<file path="src/common/pll_ctrl_pkg.sv">
// package for the pll latch program control block
// assumes a single 25 MHz system clock samples every pin
package pll_ctrl_pkg;
  // ----------------------------------------------------------------
  // word layout
  // ----------------------------------------------------------------
  localparam int WORD_W = 24;
  localparam logic [1:0] SEL_REF = 2'h0;
  localparam logic [1:0] SEL_FB = 2'h1;
  localparam logic [1:0] SEL_FUNC = 2'h2;
  localparam logic [1:0] SEL_INIT = 2'h3;
  localparam int REF_DIV_LSB = 2;
  localparam int REF_DIV_W = 14;
  localparam int ABW_LSB = 16;
  localparam int TEST_LSB = 18;
  localparam int LDP_POS = 20;
  localparam int FB_DIV_LSB = 8;
  localparam int FB_DIV_W = 13;
  localparam int GAIN_POS = 21;
  localparam int CRST_POS = 2;
  localparam int PD1_POS = 3;
  localparam int OSEL_LSB = 4;
  localparam int POL_POS = 7;
  localparam int TRI_POS = 8;
  localparam int FLE_POS = 9;
  localparam int FLM_POS = 10;
  localparam int TC_LSB = 11;
  localparam int CUR1_LSB = 15;
  localparam int CUR2_LSB = 18;
  localparam int PD2_POS = 21;
  // ----------------------------------------------------------------
  // timing
  // ----------------------------------------------------------------
  localparam int TIMEOUT_UNIT = 4;
  localparam int TIMEOUT_CNT_W = 8;
  localparam int LOCK_FAST = 3;
  localparam int LOCK_SLOW = 5;
  localparam int LOCK_CNT_W = 3;

  typedef struct packed {
    logic [REF_DIV_W-1:0] ref_div;
    logic [1:0] antibacklash;
    logic [1:0] test_mode;
    logic lock_detect_precision;
  } ref_cfg_t;

  typedef struct packed {
    logic counter_reset_bit;
    logic power_down_first;
    logic [2:0] output_select;
    logic detector_polarity_bit;
    logic pump_tristate_bit;
    logic fastlock_enable_bit;
    logic fastlock_mode_bit;
    logic [3:0] timeout_code;
    logic [2:0] current_one;
    logic [2:0] current_two;
    logic power_down_second;
  } func_cfg_t;

  typedef enum logic [2:0] {
    PWR_ON = 3'h1,
    PWR_WAIT = 3'h2,
    PWR_DOWN = 3'h4
  } pwr_state_t;

  // timeout code to cycles, computed as (code + 1) times TIMEOUT_UNIT
  function automatic logic [TIMEOUT_CNT_W-1:0] timeout_cycles(input logic [3:0] code);
    timeout_cycles = TIMEOUT_CNT_W'((int'(code) + 1) * TIMEOUT_UNIT);
  endfunction
endpackage

</file>
<file path="src/hdl/serial_shifter.sv">
// serial input shift register with load strobe edge detect
// assumes raw pins; synchronises clock, data and strobe itself
`timescale 1ns/1ps
module serial_shifter (
  input wire logic mclk_in,
  input wire logic sys_rst_in,
  input wire logic sclk_in,
  input wire logic sdata_in,
  input wire logic load_strobe_in,
  output logic [pll_ctrl_pkg::WORD_W-1:0] word_out,
  output logic load_out
);
  import pll_ctrl_pkg::*;
  logic [2:0] clk_sync_ff, nxt_clk_sync;
  logic [1:0] dat_sync_ff, nxt_dat_sync;
  logic [2:0] le_sync_ff, nxt_le_sync;
  logic [WORD_W-1:0] shift_ff, nxt_shift;
  logic [WORD_W-1:0] word_ff, nxt_word;
  logic load_ff, nxt_load;

  // ----------------------------------------------------------------
  // shift msb first on sclk rise, capture on strobe rise
  // ----------------------------------------------------------------
  always_comb begin
    nxt_clk_sync = {clk_sync_ff[1:0], sclk_in};
    nxt_dat_sync = {dat_sync_ff[0], sdata_in};
    nxt_le_sync = {le_sync_ff[1:0], load_strobe_in};
    nxt_shift = shift_ff;
    nxt_word = word_ff;
    nxt_load = 1'b0;
    // data is taken from its second stage, the same depth as the newer clock sample of the edge
    if (clk_sync_ff[1] && !clk_sync_ff[2]) begin
      nxt_shift = {shift_ff[WORD_W-2:0], dat_sync_ff[1]};
    end
    if (le_sync_ff[1] && !le_sync_ff[2]) begin
      nxt_word = shift_ff;
      nxt_load = 1'b1;
    end
  end

  always_ff @(posedge mclk_in) begin
    if (sys_rst_in) begin
      clk_sync_ff <= 3'h0;
      dat_sync_ff <= 2'h0;
      le_sync_ff <= 3'h0;
      shift_ff <= '0;
      word_ff <= '0;
      load_ff <= 1'b0;
    end else begin
      clk_sync_ff <= nxt_clk_sync;
      dat_sync_ff <= nxt_dat_sync;
      le_sync_ff <= nxt_le_sync;
      shift_ff <= nxt_shift;
      word_ff <= nxt_word;
      load_ff <= nxt_load;
    end
  end

  assign word_out = word_ff;
  assign load_out = load_ff;
endmodule // serial_shifter

</file>
<file path="src/hdl/lock_detector.sv">
// digital lock detect over detector cycles
// assumes per-cycle small/large error flags from the same clock domain
`timescale 1ns/1ps
module lock_detector (
  input wire logic mclk_in,
  input wire logic sys_rst_in,
  input wire logic clear_in,
  input wire logic precision_in,
  input wire logic cycle_in,
  input wire logic err_small_in,
  input wire logic err_large_in,
  output logic locked_out
);
  import pll_ctrl_pkg::*;
  logic [LOCK_CNT_W-1:0] good_ff, nxt_good;
  logic locked_ff, nxt_locked;
  logic [LOCK_CNT_W-1:0] need;

  // ----------------------------------------------------------------
  // count consecutive good cycles, drop on a large error
  // ----------------------------------------------------------------
  always_comb begin
    need = precision_in ? LOCK_CNT_W'(LOCK_SLOW) : LOCK_CNT_W'(LOCK_FAST);
    nxt_good = good_ff;
    nxt_locked = locked_ff;
    if (clear_in) begin
      nxt_good = '0;
      nxt_locked = 1'b0;
    end else if (cycle_in) begin
      if (err_large_in) begin
        nxt_good = '0;
        nxt_locked = 1'b0;
      end else if (err_small_in) begin
        if (good_ff + 1'b1 >= need) nxt_locked = 1'b1;
        if (good_ff != need) nxt_good = good_ff + 1'b1;
      end else begin
        nxt_good = '0; // middle band breaks the run but keeps lock
      end
    end
  end

  always_ff @(posedge mclk_in) begin
    if (sys_rst_in) begin
      good_ff <= '0;
      locked_ff <= 1'b0;
    end else begin
      good_ff <= nxt_good;
      locked_ff <= nxt_locked;
    end
  end

  assign locked_out = locked_ff;
endmodule // lock_detector

</file>
<file path="src/hdl/pll_latch_program_control.sv">
// pll latch program control: serial latches, power-down and fastlock
// assumes counters outside follow hold/load; pump events come as pulses
`timescale 1ns/1ps
module pll_latch_program_control (
  input wire logic mclk_in,
  input wire logic sys_rst_in,
  input wire logic sclk_in,
  input wire logic sdata_in,
  input wire logic load_strobe_in,
  input wire logic chip_enable_in,
  input wire logic pump_event_in,
  input wire logic pd_cycle_in,
  input wire logic err_small_in,
  input wire logic err_large_in,
  output pll_ctrl_pkg::ref_cfg_t ref_cfg_out,
  output pll_ctrl_pkg::func_cfg_t func_cfg_out,
  output logic [pll_ctrl_pkg::FB_DIV_W-1:0] fb_div_out,
  output logic gain_boost_bit_out,
  output logic [2:0] pump_current_out,
  output logic pump_oe_out,
  output logic counters_hold_out,
  output logic power_down_out,
  output logic reset_pulse_out,
  output logic lock_detect_out
);
  import pll_ctrl_pkg::*;

  logic [WORD_W-1:0] word;
  logic load;
  logic ce_meta_ff, ce_sync_ff;
  logic nxt_ce_meta, nxt_ce_sync;
  ref_cfg_t ref_ff, nxt_ref;
  func_cfg_t func_ff, nxt_func;
  logic [FB_DIV_W-1:0] fb_ff, nxt_fb;
  logic gain_ff, nxt_gain;
  logic fb_pending_ff, nxt_fb_pending;
  logic pulse_ff, nxt_pulse;
  logic [TIMEOUT_CNT_W-1:0] tmo_ff, nxt_tmo;
  pwr_state_t pwr_ff, nxt_pwr;
  logic pd_any;
  logic fastlock_active;
  logic [2:0] cur_ff, nxt_cur;

  // ----------------------------------------------------------------
  // sub-blocks
  // ----------------------------------------------------------------
  serial_shifter u_shift (
    .mclk_in(mclk_in),
    .sys_rst_in(sys_rst_in),
    .sclk_in(sclk_in),
    .sdata_in(sdata_in),
    .load_strobe_in(load_strobe_in),
    .word_out(word),
    .load_out(load)
  );

  lock_detector u_lock (
    .mclk_in(mclk_in),
    .sys_rst_in(sys_rst_in),
    .clear_in(pd_any),
    .precision_in(ref_ff.lock_detect_precision),
    .cycle_in(pd_cycle_in),
    .err_small_in(err_small_in),
    .err_large_in(err_large_in),
    .locked_out(lock_detect_out)
  );

  // decode a function-layout word, shared by function and init loads
  function automatic func_cfg_t decode_func(input logic [WORD_W-1:0] w);
    func_cfg_t f;
    f.counter_reset_bit = w[CRST_POS];
    f.power_down_first = w[PD1_POS];
    f.output_select = w[OSEL_LSB +: 3];
    f.detector_polarity_bit = w[POL_POS];
    f.pump_tristate_bit = w[TRI_POS];
    f.fastlock_enable_bit = w[FLE_POS];
    f.fastlock_mode_bit = w[FLM_POS];
    f.timeout_code = w[TC_LSB +: 4];
    f.current_one = w[CUR1_LSB +: 3];
    f.current_two = w[CUR2_LSB +: 3];
    f.power_down_second = w[PD2_POS];
    return f;
  endfunction

  // ----------------------------------------------------------------
  // chip enable synchroniser
  // ----------------------------------------------------------------
  // two stages before anything reads the pin
  always_comb begin
    nxt_ce_meta = chip_enable_in;
    nxt_ce_sync = ce_meta_ff;
  end

  always_ff @(posedge mclk_in) begin
    if (sys_rst_in) begin
      ce_meta_ff <= 1'b0;
      ce_sync_ff <= 1'b0;
    end else begin
      ce_meta_ff <= nxt_ce_meta;
      ce_sync_ff <= nxt_ce_sync;
    end
  end

  // ----------------------------------------------------------------
  // latches, gain bit and timeout counter
  // ----------------------------------------------------------------
  // latches are never cleared by power-down so chip enable cycling is cheap
  always_comb begin
    nxt_ref = ref_ff;
    nxt_func = func_ff;
    nxt_fb = fb_ff;
    nxt_gain = gain_ff;
    nxt_fb_pending = fb_pending_ff;
    nxt_pulse = 1'b0;
    nxt_tmo = tmo_ff;
    // timeout runs only while boosted in mode two
    if (pd_any || pulse_ff) begin
      nxt_tmo = '0;
    end else if (gain_ff && func_ff.fastlock_enable_bit && func_ff.fastlock_mode_bit) begin
      if (tmo_ff >= timeout_cycles(func_ff.timeout_code) - 1'b1) begin
        nxt_gain = 1'b0;
        nxt_tmo = '0;
      end else begin
        nxt_tmo = tmo_ff + 1'b1;
      end
    end else begin
      nxt_tmo = '0;
    end
    // a fresh feedback load overrides the timeout clear in the same cycle
    if (load) begin
      case (word[1:0])
        SEL_REF: begin
          nxt_ref.ref_div = word[REF_DIV_LSB +: REF_DIV_W];
          nxt_ref.antibacklash = word[ABW_LSB +: 2];
          nxt_ref.test_mode = word[TEST_LSB +: 2];
          nxt_ref.lock_detect_precision = word[LDP_POS];
        end
        SEL_FB: begin
          nxt_fb = word[FB_DIV_LSB +: FB_DIV_W];
          nxt_gain = word[GAIN_POS];
          nxt_tmo = '0;
          if (fb_pending_ff) begin
            nxt_pulse = 1'b1;
            nxt_fb_pending = 1'b0;
          end
        end
        SEL_FUNC: begin
          nxt_func = decode_func(word);
        end
        SEL_INIT: begin
          nxt_func = decode_func(word);
          nxt_pulse = 1'b1;
          nxt_fb_pending = 1'b1;
        end
        default: begin
          nxt_func = func_ff;
        end
      endcase
    end
  end

  always_ff @(posedge mclk_in) begin
    if (sys_rst_in) begin
      ref_ff <= '0;
      func_ff <= '0;
      fb_ff <= '0;
      gain_ff <= 1'b0;
      fb_pending_ff <= 1'b0;
      pulse_ff <= 1'b0;
      tmo_ff <= '0;
    end else begin
      ref_ff <= nxt_ref;
      func_ff <= nxt_func;
      fb_ff <= nxt_fb;
      gain_ff <= nxt_gain;
      fb_pending_ff <= nxt_fb_pending;
      pulse_ff <= nxt_pulse;
      tmo_ff <= nxt_tmo;
    end
  end

  // ----------------------------------------------------------------
  // power-down state
  // ----------------------------------------------------------------
  always_comb begin
    nxt_pwr = pwr_ff;
    case (pwr_ff)
      PWR_ON: begin
        if (func_ff.power_down_first && func_ff.power_down_second) begin
          nxt_pwr = PWR_WAIT;
        end else if (func_ff.power_down_first) begin
          nxt_pwr = PWR_DOWN;
        end
      end
      PWR_WAIT: begin
        if (!func_ff.power_down_first) nxt_pwr = PWR_ON;
        else if (!func_ff.power_down_second) nxt_pwr = PWR_DOWN;
        else if (pump_event_in) nxt_pwr = PWR_DOWN;
      end
      PWR_DOWN: begin
        if (!func_ff.power_down_first) nxt_pwr = PWR_ON;
      end
      default: nxt_pwr = PWR_ON;
    endcase
  end

  always_ff @(posedge mclk_in) begin
    if (sys_rst_in) pwr_ff <= PWR_ON;
    else pwr_ff <= nxt_pwr;
  end

  // chip enable overrides the programmed bits without touching them
  assign pd_any = !ce_sync_ff || (pwr_ff == PWR_DOWN);
  assign fastlock_active = func_ff.fastlock_enable_bit && gain_ff;

  // ----------------------------------------------------------------
  // outputs
  // ----------------------------------------------------------------
  always_comb begin
    nxt_cur = fastlock_active ? func_ff.current_two : func_ff.current_one;
  end

  always_ff @(posedge mclk_in) begin
    if (sys_rst_in) cur_ff <= 3'h0;
    else cur_ff <= nxt_cur;
  end

  assign ref_cfg_out = ref_ff;
  assign func_cfg_out = func_ff;
  assign fb_div_out = fb_ff;
  assign gain_boost_bit_out = gain_ff;
  assign pump_current_out = cur_ff;
  // releasing counter reset frees both counters on the same edge
  assign counters_hold_out = func_ff.counter_reset_bit || pd_any || pulse_ff;
  assign pump_oe_out = !(func_ff.pump_tristate_bit || counters_hold_out);
  assign power_down_out = pd_any;
  assign reset_pulse_out = pulse_ff;

  // ----------------------------------------------------------------
  // checks
  // ----------------------------------------------------------------
  property p_ce_down;
    @(posedge mclk_in) disable iff (sys_rst_in) !ce_sync_ff |-> power_down_out;
  endproperty
  a_ce_down: assert property (p_ce_down) else $error("ce low without power-down");

  property p_async_pd;
    @(posedge mclk_in) disable iff (sys_rst_in)
      (pwr_ff == PWR_ON && func_ff.power_down_first && !func_ff.power_down_second)
      |=> power_down_out;
  endproperty
  a_async_pd: assert property (p_async_pd) else $error("async power-down late");

  property p_sync_wait;
    @(posedge mclk_in) disable iff (sys_rst_in)
      (pwr_ff == PWR_WAIT && !pump_event_in && func_ff.power_down_second
       && func_ff.power_down_first) |=> pwr_ff == PWR_WAIT;
  endproperty
  a_sync_wait: assert property (p_sync_wait) else $error("sync power-down early");

  property p_pd_effects;
    @(posedge mclk_in) disable iff (sys_rst_in)
      pd_any |-> (counters_hold_out && !pump_oe_out) ##1 (!lock_detect_out || !pd_any);
  endproperty
  a_pd_effects: assert property (p_pd_effects) else $error("power-down effects missing");

  property p_init_pulse;
    @(posedge mclk_in) disable iff (sys_rst_in)
      (load && word[1:0] == SEL_INIT) |=> (reset_pulse_out && fb_pending_ff);
  endproperty
  a_init_pulse: assert property (p_init_pulse) else $error("init load gave no pulse");

  property p_fb_pulse;
    @(posedge mclk_in) disable iff (sys_rst_in)
      (load && word[1:0] == SEL_FB) |=> (reset_pulse_out == $past(fb_pending_ff));
  endproperty
  a_fb_pulse: assert property (p_fb_pulse) else $error("feedback pulse wrong");

  property p_current;
    @(posedge mclk_in) disable iff (sys_rst_in)
      ##1 pump_current_out == ($past(fastlock_active) ? $past(func_ff.current_two)
                                                      : $past(func_ff.current_one));
  endproperty
  a_current: assert property (p_current) else $error("pump current wrong");

  property p_mode1_hold;
    @(posedge mclk_in) disable iff (sys_rst_in)
      (gain_ff && !func_ff.fastlock_mode_bit && !load) |=> gain_ff;
  endproperty
  a_mode1_hold: assert property (p_mode1_hold) else $error("mode one left fastlock");

  property p_tmo_idle;
    @(posedge mclk_in) disable iff (sys_rst_in)
      !func_ff.fastlock_mode_bit |=> tmo_ff == '0;
  endproperty
  a_tmo_idle: assert property (p_tmo_idle) else $error("timeout ran outside mode two");

  property p_tristate;
    @(posedge mclk_in) disable iff (sys_rst_in) func_ff.pump_tristate_bit |-> !pump_oe_out;
  endproperty
  a_tristate: assert property (p_tristate) else $error("pump driven while tristated");
endmodule // pll_latch_program_control

</file>
<file path="config.mk">
export PLATFORM = sky130hd
export DESIGN_NAME = pll_latch_program_control
export DESIGN_NICKNAME = d
export VERILOG_FILES = /design/src/common/pll_ctrl_pkg.sv /design/src/hdl/serial_shifter.sv /design/src/hdl/lock_detector.sv /design/src/hdl/pll_latch_program_control.sv
export SDC_FILE = /design/constraint.sdc
export NUM_CORES = 1
export LEC_CHECK = 0
export ABC_AREA = 1
export ABC_CLOCK_PERIOD_IN_PS = 4200
export BUFFER_PORTS_ARGS = -buffer_cell sky130_fd_sc_hd__buf_2
export CELL_PAD_IN_SITES_DETAIL_PLACEMENT = 1
export CELL_PAD_IN_SITES_GLOBAL_PLACEMENT = 1
export CORE_MARGIN = 2
export CORE_UTILIZATION = 40
export CTS_BUF_LIST = sky130_fd_sc_hd__clkbuf_8
export DETAILED_ROUTE_END_ITERATION = 6
export PLACE_DENSITY_LB_ADDON = 0.1
export SETUP_SLACK_MARGIN = 0.1
export SLEW_MARGIN = 20
export SYNTH_ARGS = -nofsm -noshare
export SYNTH_HDL_FRONTEND = slang
export SYNTH_HIERARCHICAL = 1
export SYNTH_SLANG_ARGS = --single-unit
</file>
<file path="constraint.sdc">
create_clock -name mclk_in -period 4.2 [get_ports mclk_in]
set_clock_uncertainty 0.05 [all_clocks]
set_input_delay 0.21 -clock mclk_in [delete_from_list [all_inputs] [get_ports mclk_in]]
set_output_delay 0.21 -clock mclk_in [all_outputs]
set_load 0.005 [all_outputs]
</file>
==> metrics.txt <==
result of the run finished clean; number of clock sinks 128; P per Cell Area 417 nW/um2; Max-cap violations 0; number of placement rows 41; total CTS buffers 17; pin count of the biggest net entering global routing 59; final total negative setup slack 0 ps; Die Footprint 13,800 um2; worst-case clock buffer depth 2; Antenna Violating Nets Remaining 0; final net count 779; overall power of the completed layout 0.00247 W; VDD IR max 0.000218 V; synthesized netlist net count 719; category of the critical setup timing path flip-flop to flip-flop; fraction of layout cells with a size suffix above 1 14.4%; global-route wire length before repair 22,000 um; initial antenna violation count 0; max-slew violation count 0; Crit Path Max Fanout 8; post-cts gate resize count 0; Post-CTS Setup Repair Bufs 0; post-route DRC violation count 0; detailed-route wire length per cell 14.0 um; vias post-DR 4,492; Critical Path, Cell by Cell ha_1 -> nor2_1 -> o2111ai_1 -> ha_1 -> nand2_1 -> inv_1 -> a21oi_1 -> nand2_1 -> nor2_1 -> nand2_2 -> nor2_1; antenna diode instance count 0; Ys Warns 6; Clock Tree Root sky130_fd_sc_hd__clkbuf_8; slowest CP cell sky130_fd_sc_hd__dfxtp_1; Worst path max stage delay 420 ps; final-report setup violation count 0; arrival time of the worst setup path 2500 ps; synthesized cell area 5170 um2; deepest level of the CTS H-tree 4; Fin Hold WS 41.5 ps; startpoint of the worst hold path pd_cycle_in; final hold violation count 0; Buffers on Ports 70; final wirelength 13,200 um; vias per std cell 4.77; Critical Path Start func_cfg_out[7]; Pre-antenna DRT Iters 4; final weighted congestion in routability-driven placement 0.829; Reg2Reg Launch Point func_cfg_out[7]; DIE WIDTH 118 um; hold-fix buffer count after cts 5; Die H 118 um; initial standard-cell utilization of the core 40.9%; post-synthesis to final-layout area growth 14.7%; clock latency of the later-clocked register in the worst-skew pair 440 ps; Synth Instances 698; number of global-route vias before repair 4,490; portion of the clock cycle consumed by the worst path in the final layout 51.6%; count of pins on the block boundary 71; Worst-path clk slew 70 ps; worst path required time 4530 ps; number of design-rule violations left by the first detailed-router iteration 169; CP endpoint kind flip-flop; clock tree from TritonCTS yes; unrepaired setup endpoints after global routing no; final HPWL from detailed placement 9330 um; measured slew at the worst slew-check pin 921 ps; number of fill cells 1,665; CP Launch Type flip-flop; total core area 12,600 um2; share of the core filled with cells 47.0%; final period demand of the worst path 2170 ps; mean cell area of the mapped netlist 7.40 um2; worst min-delay path class input pin to flip-flop; leakage power figure 2.70 nW; aggregate global routing overflow 0; Slew Limit Headroom 38.5%; cell occurring most often along the worst timing path sky130_fd_sc_hd__nor2_1; Max Fclk 461 MHz; total global-route track usage 19.6%
critical path: cells and delay by family, from the launching register on:
family / cells / cell delay (ps)
AO/OA/AOI/OAI: 2 / 290
adder cells (fa/ha/maj): 2 / 600
buffers and inverters: 1 / 50
flip-flops: 1 / 420
AND/OR/NAND/NOR: 6 / 700
metrics by stage:
stage	cells	area (um2)	worst slack, ps
2_1_floorplan	698	5170	2300
3_3_place_gp	906	5510	2200
3_5_place_dp	906	5510	2060
4_1_cts	942	5930	2030
5_1_grt	942	5930	1800
6_report	942	5930	2030
path summary, 6_finish.rpt:
| path | to | slack (ps) | cells past startpoint |
|---|---|---|---|
| min reg2reg | u_shift/le_sync_ff[1] | 360 | 2 |
| max reg2reg | tmo_ff[6] | 2030 | 11 |
| min | u_lock/good_ff[1] | 40 | 3 |
| max | tmo_ff[6] | 2030 | 11 |
cells in the final DEF, fill, tap and decap left out:
| cell | count |
|---|---|
| sky130_fd_sc_hd__o2111ai_1 | 1 |
| sky130_fd_sc_hd__clkinv_2 | 5 |
| sky130_fd_sc_hd__a21oi_1 | 13 |
| sky130_fd_sc_hd__a31oi_1 | 1 |
| sky130_fd_sc_hd__inv_1 | 60 |
| sky130_fd_sc_hd__xnor2_1 | 5 |
| sky130_fd_sc_hd__o21a_1 | 1 |
| sky130_fd_sc_hd__nand3_1 | 60 |
| sky130_fd_sc_hd__nand3b_1 | 1 |
| sky130_fd_sc_hd__xor2_1 | 4 |
| sky130_fd_sc_hd__dfxtp_1 | 128 |
| sky130_fd_sc_hd__nand2_2 | 2 |
| sky130_fd_sc_hd__nor3_1 | 4 |
| sky130_fd_sc_hd__clkbuf_8 | 22 |
| sky130_fd_sc_hd__o21ai_0 | 44 |
| sky130_fd_sc_hd__o21ai_1 | 14 |
| sky130_fd_sc_hd__inv_2 | 7 |
| sky130_fd_sc_hd__buf_2 | 70 |
| sky130_fd_sc_hd__ha_1 | 11 |
| sky130_fd_sc_hd__bufinv_16 | 1 |
| sky130_fd_sc_hd__nor3_2 | 1 |
| sky130_fd_sc_hd__nand2_1 | 76 |
| sky130_fd_sc_hd__nand4_1 | 4 |
| sky130_fd_sc_hd__nor2_4 | 3 |
| sky130_fd_sc_hd__nor2_1 | 227 |
| sky130_fd_sc_hd__dlygate4sd3_1 | 5 |
area by class of cell:
class                      instances  area [um2]  area share (%)
sequential                       128        2560            43.2
clock inverter                     9        66.3            1.12
tap                              172         215            3.63
multi-input combinational        472        2140            36.1
inverter                          64         240            4.05
timing repair buffer              75         400            6.75
clock buffer                      22         303            5.11
layer usage:
layer	share of wire, %	vias to the layer above	routed length (um)	global-route usage, %
met5	0	-	0	0
met4	1.5	0	198	7.00
met3	2.8	18	363	4.60
met2	49	55	6430	33.1
met1	47	2113	6200	24.5
li1	-	2306	-	-
sequential cells by signal, summed over array words and instances (netlist names), 3 cells and up:
name / flops
u_shift/clk_sync_ff: 3
tmo_ff: 8
ref_cfg_out: 19
u_shift/le_sync_ff: 3
fb_div_out: 13
u_shift/shift_ff: 22
pump_current_out: 3
u_lock/good_ff: 3
u_shift/word_out: 22
func_cfg_out: 20
pwr_ff: 3
where the power goes:
group | internal [W] | switching (W) | leakage, nW | total [W]
clock | 0.000531 | 0.000453 | 0.208 | 0.000985
combinational | 0.0000715 | 0.000118 | 1.45 | 0.000190
sequential | 0.00126 | 0.0000388 | 1.04 | 0.00129
total | 0.00186 | 0.000611 | 2.70 | 0.00247
Power figures use the tool's default switching activity.
